### config.mk
export PLATFORM = sky130hd
export DESIGN_NAME = mdmac_coproc
export DESIGN_NICKNAME = d
export VERILOG_FILES = /design/src/inc/mdmac_pkg.sv /design/src/rtl/mdmac_coproc.sv
export SDC_FILE = /design/constraint.sdc
export NUM_CORES = 2
export LEC_CHECK = 0
export ABC_AREA = 0
export BUFFER_PORTS_ARGS = -buffer_cell sky130_fd_sc_hd__buf_2
export CAP_MARGIN = 20
export CORE_ASPECT_RATIO = 0.75
export CORE_UTILIZATION = 60
export CTS_CLUSTER_DIAMETER = 40
export DETAILED_ROUTE_END_ITERATION = 6
export PLACE_DENSITY = 0.87
export SLEW_MARGIN = 20
export SYNTH_ARGS = -nofsm -noshare
export SYNTH_HDL_FRONTEND = slang
export SYNTH_SLANG_ARGS = --single-unit
### constraint.sdc
create_clock -name clk_i -period 11.9 [get_ports clk_i]
set_input_delay 0.595 -clock clk_i [delete_from_list [all_inputs] [get_ports clk_i]]
set_output_delay 0.595 -clock clk_i [all_outputs]
set_load 0.02 [all_outputs]
### src/inc/mdmac_pkg.sv
// Constants and carrier types of the multiply/divide/MAC coprocessor
package mdmac_pkg;
  // Mode value layout
  localparam int unsigned MODE_W     = 7;
  localparam int unsigned OUT_MSB    = 6;
  localparam int unsigned OUT_LSB    = 4;
  localparam int unsigned OPC_MSB    = 3;
  localparam int unsigned OPC_LSB    = 0;
  localparam logic [6:0]  MODE_RST   = 7'h00;
  localparam logic [31:0] RES_RST    = 32'h0000_0000;
  localparam logic [3:0]  FLAGS_CLR  = 4'h0;
  // Carry, overflow, zero, negative: only overflow is ever raised
  localparam logic [3:0]  FLAGS_OVF  = 4'h4;
  // Operation codes
  localparam logic [3:0]  OPC_CLR    = 4'h0;
  localparam logic [3:0]  OPC_LD16   = 4'h1;
  localparam logic [3:0]  OPC_LD32_0 = 4'h2;
  localparam logic [3:0]  OPC_READ   = 4'h3;
  localparam logic [3:0]  OPC_MULU   = 4'h4;
  localparam logic [3:0]  OPC_MULS   = 4'h5;
  localparam logic [3:0]  OPC_MACU   = 4'h6;
  localparam logic [3:0]  OPC_MACS   = 4'h7;
  localparam logic [3:0]  OPC_DIVU   = 4'h8;
  localparam logic [3:0]  OPC_DIVS   = 4'h9;
  localparam logic [3:0]  OPC_LD32_1 = 4'ha;
  // Output half codes
  localparam logic [2:0]  OUT_R0_LO  = 3'h0;
  localparam logic [2:0]  OUT_R0_HI  = 3'h1;
  localparam logic [2:0]  OUT_R1_LO  = 3'h2;
  localparam logic [2:0]  OUT_R1_HI  = 3'h3;
  // Division: two quotient bits per cycle, sixteen iteration cycles
  localparam logic [3:0]  DIV_LAST   = 4'hf;
  localparam logic [3:0]  DIV_FIRST  = 4'h0;

  // Request from the core, one instruction at most per cycle
  typedef struct packed {
    logic        mode_wr;
    logic        load;
    logic        op;
    logic [6:0]  mode_data;
    logic [15:0] opa;
    logic [15:0] opb;
  } mdmac_req_t;

  // Answer to the core
  typedef struct packed {
    logic [15:0] data;
    logic [3:0]  flags;
  } mdmac_rsp_t;

  typedef enum logic [1:0] {ST_IDLE, ST_DIV, ST_FIX} mdmac_state_t;
endpackage

### src/rtl/mdmac_coproc.sv
// Multiply, multiply-accumulate and divide coprocessor datapath
`timescale 1ns/100ps
module mdmac_coproc
  import mdmac_pkg::*;
(
  // Clock and reset
  input  wire logic       clk_i,
  input  wire logic       rstn_i,
  // Core instruction side
  input  wire mdmac_req_t req_i,
  output logic            busy_o,
  output logic            done_o,
  output mdmac_rsp_t      rsp_o
);

  function automatic logic [31:0] mul16(input logic [15:0] a,
                                        input logic [15:0] b,
                                        input logic        sgn);
    logic [31:0] ea;
    logic [31:0] eb;
    ea = sgn ? {{16{a[15]}}, a} : {16'h0000, a};
    eb = sgn ? {{16{b[15]}}, b} : {16'h0000, b};
    return 32'(ea * eb);
  endfunction

  // One restoring step on the packed partial remainder and dividend
  function automatic logic [63:0] div_step(input logic [63:0] rq,
                                           input logic [31:0] d);
    logic [32:0] t;
    logic [32:0] diff;
    t    = rq[63:31];
    diff = t - {1'b0, d};
    if (t >= {1'b0, d}) begin
      return {diff[31:0], rq[30:0], 1'b1};
    end
    return {t[31:0], rq[30:0], 1'b0};
  endfunction

  function automatic logic [15:0] pick_half(input logic [2:0]  sel,
                                            input logic [31:0] r0,
                                            input logic [31:0] r1);
    case (sel)
      OUT_R0_LO: return r0[15:0];
      OUT_R0_HI: return r0[31:16];
      OUT_R1_LO: return r1[15:0];
      OUT_R1_HI: return r1[31:16];
      // Reserved codes read as zero
      default:   return 16'h0000;
    endcase
  endfunction

  function automatic logic [31:0] neg_if(input logic [31:0] v,
                                         input logic        n);
    return n ? 32'(-v) : v;
  endfunction

  mdmac_state_t state;
  mdmac_state_t next_state;
  logic [6:0]   mode;
  logic [6:0]   next_mode;
  logic [31:0]  result_reg_zero;
  logic [31:0]  next_result_reg_zero;
  logic [31:0]  result_reg_one;
  logic [31:0]  next_result_reg_one;
  logic [3:0]   flags;
  logic [3:0]   next_flags;
  logic [15:0]  data;
  logic [15:0]  next_data;
  logic         done;
  logic         next_done;
  logic [63:0]  rq;
  logic [63:0]  next_rq;
  logic [31:0]  dvs;
  logic [31:0]  next_dvs;
  logic [3:0]   cnt;
  logic [3:0]   next_cnt;
  logic         q_neg;
  logic         next_q_neg;
  logic         r_neg;
  logic         next_r_neg;

  logic [3:0]   opc;
  logic [2:0]   osel;
  logic         idle;
  logic [31:0]  prod;
  logic [31:0]  acc;
  logic [31:0]  dvs_in;
  logic         sgn;

  assign opc    = mode[OPC_MSB:OPC_LSB];
  assign osel   = mode[OUT_MSB:OUT_LSB];
  assign idle   = (state == ST_IDLE);
  assign sgn    = opc[0];
  assign prod   = mul16(req_i.opa, req_i.opb, sgn);
  assign acc    = 32'(result_reg_zero + prod);
  assign dvs_in = {req_i.opa, req_i.opb};

  assign busy_o = !idle;
  assign done_o = done;
  assign rsp_o  = '{data: data, flags: flags};

  always_comb begin
    next_state = state;
    next_mode  = mode;
    next_result_reg_zero  = result_reg_zero;
    next_result_reg_one  = result_reg_one;
    next_flags = flags;
    next_data  = data;
    next_done  = 1'b0;
    next_rq    = rq;
    next_dvs   = dvs;
    next_cnt   = cnt;
    next_q_neg = q_neg;
    next_r_neg = r_neg;
    case (state)
      ST_IDLE: begin
        if (req_i.mode_wr) begin
          next_mode = req_i.mode_data;
          if (req_i.mode_data[OPC_MSB:OPC_LSB] == OPC_CLR) begin
            next_result_reg_zero = RES_RST;
            next_result_reg_one = RES_RST;
          end
        end else if (req_i.load) begin
          // load clears flags, except in read mode
          if (opc != OPC_READ) begin
            next_flags = FLAGS_CLR;
          end
          case (opc)
            OPC_LD16:   next_result_reg_zero = {16'h0000, req_i.opb};
            OPC_LD32_0: next_result_reg_zero = dvs_in;
            OPC_LD32_1: next_result_reg_one = dvs_in;
            default:    next_result_reg_zero = result_reg_zero;
          endcase
        end else if (req_i.op) begin
          next_done  = 1'b1;
          next_flags = FLAGS_CLR;
          next_data  = pick_half(osel, result_reg_zero, result_reg_one);
          case (opc)
            // read leaves registers and flags alone
            OPC_READ: next_flags = flags;
            OPC_MULU, OPC_MULS: begin
              next_result_reg_zero = prod;
              next_data = pick_half(osel, prod, result_reg_one);
            end
            OPC_MACU, OPC_MACS: begin
              next_result_reg_zero = acc;
              next_data = pick_half(osel, acc, result_reg_one);
              if (sgn && (prod[31] == result_reg_zero[31]) && (acc[31] != prod[31])) begin
                next_flags = FLAGS_OVF;
              end
            end
            // start division; divisor zero is not guarded
            OPC_DIVU, OPC_DIVS: begin
              next_done  = 1'b0;
              next_state = ST_DIV;
              next_cnt   = DIV_FIRST;
              next_q_neg = sgn && (result_reg_zero[31] ^ dvs_in[31]);
              next_r_neg = sgn && result_reg_zero[31];
              next_rq    = {32'h0000_0000, neg_if(result_reg_zero, sgn && result_reg_zero[31])};
              next_dvs   = neg_if(dvs_in, sgn && dvs_in[31]);
            end
            default:  next_result_reg_zero = result_reg_zero;
          endcase
        end
      end
      ST_DIV: begin
        // Two bits per cycle keeps the latency inside the window
        next_rq  = div_step(div_step(rq, dvs), dvs);
        next_cnt = 4'(cnt + 4'h1);
        if (cnt == DIV_LAST) begin
          next_state = ST_FIX;
        end
      end
      ST_FIX: begin
        // sign fix, write back, select half
        next_result_reg_zero  = neg_if(rq[31:0], q_neg);
        next_result_reg_one  = neg_if(rq[63:32], r_neg);
        next_data  = pick_half(osel, next_result_reg_zero, next_result_reg_one);
        next_flags = FLAGS_CLR;
        next_done  = 1'b1;
        next_state = ST_IDLE;
      end
      default: next_state = ST_IDLE;
    endcase
  end

  always_ff @(posedge clk_i) begin
    if (!rstn_i) begin
      state <= ST_IDLE;
      mode  <= MODE_RST;
      result_reg_zero  <= RES_RST;
      result_reg_one  <= RES_RST;
      flags <= FLAGS_CLR;
      data  <= 16'h0000;
      done  <= 1'b0;
      rq    <= 64'h0000_0000_0000_0000;
      dvs   <= RES_RST;
      cnt   <= DIV_FIRST;
      q_neg <= 1'b0;
      r_neg <= 1'b0;
    end else begin
      state <= next_state;
      mode  <= next_mode;
      result_reg_zero  <= next_result_reg_zero;
      result_reg_one  <= next_result_reg_one;
      flags <= next_flags;
      data  <= next_data;
      done  <= next_done;
      rq    <= next_rq;
      dvs   <= next_dvs;
      cnt   <= next_cnt;
      q_neg <= next_q_neg;
      r_neg <= next_r_neg;
    end
  end
endmodule

==> impl_metrics.csv <==
group,metric,value,unit
timing,grt_setup_unrepaired,"false",
logic_synthesis,yosys.area_share.simple,0.178,
logic_synthesis,syn-instance-count,3802,
route,wl_per_cell,26.3,um
logic_synthesis,synth_most_common_cell,"inv_1",
critical_path,crit_arrival,11.19,ns
floorplan,die_y,199,um
hold_path,min_path_type,"in -> reg",
cts,cts_made_buffers,17,
logic_synthesis,synth_area,31000,um2
critical_path,endpoint_kind,"register",
global_route,use_met2,0.577,
cts,post_cts_buffers,0,
critical_path,cp_slowest_cell,"o41ai_1",
run_status,failed_checks,"DRC",
logic_synthesis,ys_types,93,
floorplan,rows,71,
timing,final_max_slew_viol_count,0,
logic_synthesis,muxShareOfSynthArea,0.0147,
timing,finalSetupTns,0,ns
floorplan,initial_core_util,0.612,
critical_path,path_common_cell,"fa_1",
cts,clock-sinks,193,
logic_synthesis,synth-compound-area-share,0.217,
route,vias,30072,
logic_synthesis,ys.flop_type,"dfxtp_1",
global_route,met3_usage,0.227,
logic_synthesis,synth_top_area_frac,0.226,
logic_synthesis,synth_top_family_by_area,"adder cells",
cts,holdBufCountCts,0,
timing,hold_viol_final,0,
logic_synthesis,ys_seq_area_frac,0.125,
run,maxCapViolCount,0,
critical_path,cpPeakStageDelay,0.82,ns
global_route,antenna_found_initial,5,
global_route,grt_overflow,0,
cells_and_area,area_growth,3.62,%
logic_synthesis,synthXorXnorAreaFrac,0.0687,
logic_synthesis,synth_area_leaders,"fa_1 (23%), dfxtp_1 (12%), ha_1 (8.8%)",
floorplan,die_area,52500,um2
logic_synthesis,synth_top_cells_by_count,"inv_1 (434), fa_1 (349), nand2_1 (338)",
floorplan,die_width,264,um
logic_synthesis,synth_top_cell_by_area,"fa_1",
critical_path,crit_family,"adder cells",
critical_path,worstPathMaxFanout,17,
logic_synthesis,yosysWarningCount,0,
logic_synthesis,synth_seq_cells,193,
timing,fin_crit,10.79,ns
cells_and_area,layout.nets,4292,
logic_synthesis,syn_avg_cell_area,8.14,um2
global_route,grtUsageMet1,0.597,
floorplan,io_pins,66,
critical_path,critical_path.startpoint_type,"register",
global_route,grt_pass1_vias,28001,
cells_and_area,nFillCells,4198,
placed_design,port_buffers,62,
timing,finalCritPeriodShare,0.907,
route,drt_iter0_drc,5022,
cts,cts_tree,"built",
timing,relSlewSlack,0.210,
timing,max_freq,92.6,MHz
route,drc,12,
run_status,status,"finished with violations",
route,vias_per_cell,6.91,
global_route,grtUsageTotal,0.435,
placed_design,place_ws,0.907,ns
critical_path,crit_required,12.30,ns
logic_synthesis,async_flop_share,0,
route,drtPass1Iterations,7,
logic_synthesis,yosys.area_share.adder,0.314,
cts,cts-resized-gates,0,
cts,clock_path_buffers,2,
placed_design,gp_congestion,1.07,
cts,path_clk_slew,0.08,ns
cts,htreeDepth,4,
cts,insertion_delay,0.47,ns
timing,finalWorstSetupSlack,1.11,ns
route,wl,114000,um
route,drtAntennaViolNets,0,
critical_path,critPathBufInv,2,
timing,worst_slew_pin_slew,1.18,ns
placed_design,hpwl,87800,um
timing,hold_ws,0.416,ns
timing,setup_viol,0,
floorplan,design.core.area,50500,um2
cts,cts_root_buf,"clkbuf_16",
logic_synthesis,synth_edf_count,0,
global_route,grt_pass1_wl,172000,um
critical_path,crit_type,"reg -> reg",
cells_and_area,drive_above_1_share,0.0531,
global_route,grt_busiest_layer,"met1",
global_route,grt_max_degree,88,
timing,fin_skew,0.0127,ns
-- area by class of cell --
type / instances / area (um2) / share of cell area
Multi-Input combinational cell: 2935 / 24600 / 0.767
Sequential cell: 193 / 3860 / 0.120
Inverter: 436 / 1640 / 0.0510
Tap cell: 657 / 822 / 0.0256
Timing Repair Buffer: 98 / 581 / 0.0181
Clock buffer: 23 / 488 / 0.0152
Clock inverter: 7 / 76.3 / 0.00238
Antenna cell: 4 / 10.0 / 0.000312
-- stage by stage --
stage	instance area [um2]	utilization	cells
final	32100	0.635	4353
after global routing	32100	0.634	4350
after CTS	32100	0.634	4349
after detailed placement	31500	0.623	4319
after global placement	31500	0.623	4319
after floorplan	31000	-	3804
-- worst register-to-register path: cells and delay by family, from the launching register on --
family | cells | cell delay (ns)
fa+ha+maj | 10 | 4.72
compound gates | 9 | 3.17
simple gates | 4 | 1.44
flops | 1 | 0.67
xor+xnor | 3 | 0.60
buf+inv | 2 | 0.12
-- per-layer routing --
layer  vias up  share of wire  wire length (um)
met5         -         0.0011               122
met4        10          0.044              5080
met3       415           0.20             22600
met2      2542           0.37             42400
met1     14246           0.39             44300
li1      12859              -                 -
-- kinds of logic after synthesis --
group / count (synthesis)
multiplexers: 44
AND/OR/NAND/NOR: 1115
XOR/XNOR: 242
flip-flops: 193
buffers and inverters: 676
other: 1
adder cells (fa/ha/maj): 567
AO/OA/AOI/OAI: 964
-- placed cells by master, fill, tap and decap left out, types with 13 or more instances in the layout --
cell,count
o21a_1,22
a21oi_1,195
o21ai_0,188
o22ai_1,21
nand3b_1,25
o41ai_1,19
xor2_1,133
nor2_1,235
ha_1,218
or3_1,26
nand2b_1,33
fa_1,349
a222oi_1,26
a22oi_1,14
inv_1,434
nand2_1,338
nand3_1,44
a211oi_1,66
o221ai_1,27
nand4_1,29
and3_1,23
o31ai_1,49
o211a_1,37
clkbuf_16,17
nor3_1,76
or2_2,13
buf_2,62
dfxtp_1,192
o211ai_1,49
buf_4,36
a21o_1,49
o21bai_1,18
nor4_1,14
and2_1,179
mux2i_1,32
a21boi_0,20
a31oi_1,26
xnor2_1,108
nor2b_1,26
a221oi_1,19
-- registers in the layout (all words and copies together), names as in the netlist, 2 cells and up --
signal / count
cnt: 4
mode: 7
data: 16
dvs: 32
result_reg_one: 32
result_reg_zero: 32
rq: 64
state: 2
-- worst paths after layout --
path	start	to	slack, ns	cells past startpoint
min	req_i[34]	mode[2]	0.42	3
max reg2reg	mode[0]	data[15]	1.11	28
max	mode[0]	data[15]	1.11	28
min reg2reg	data[9]	data[9]	0.45	2
Power is not shown: default switching activity piles up to over one toggle a cycle in this logic, so the estimate is an artifact.
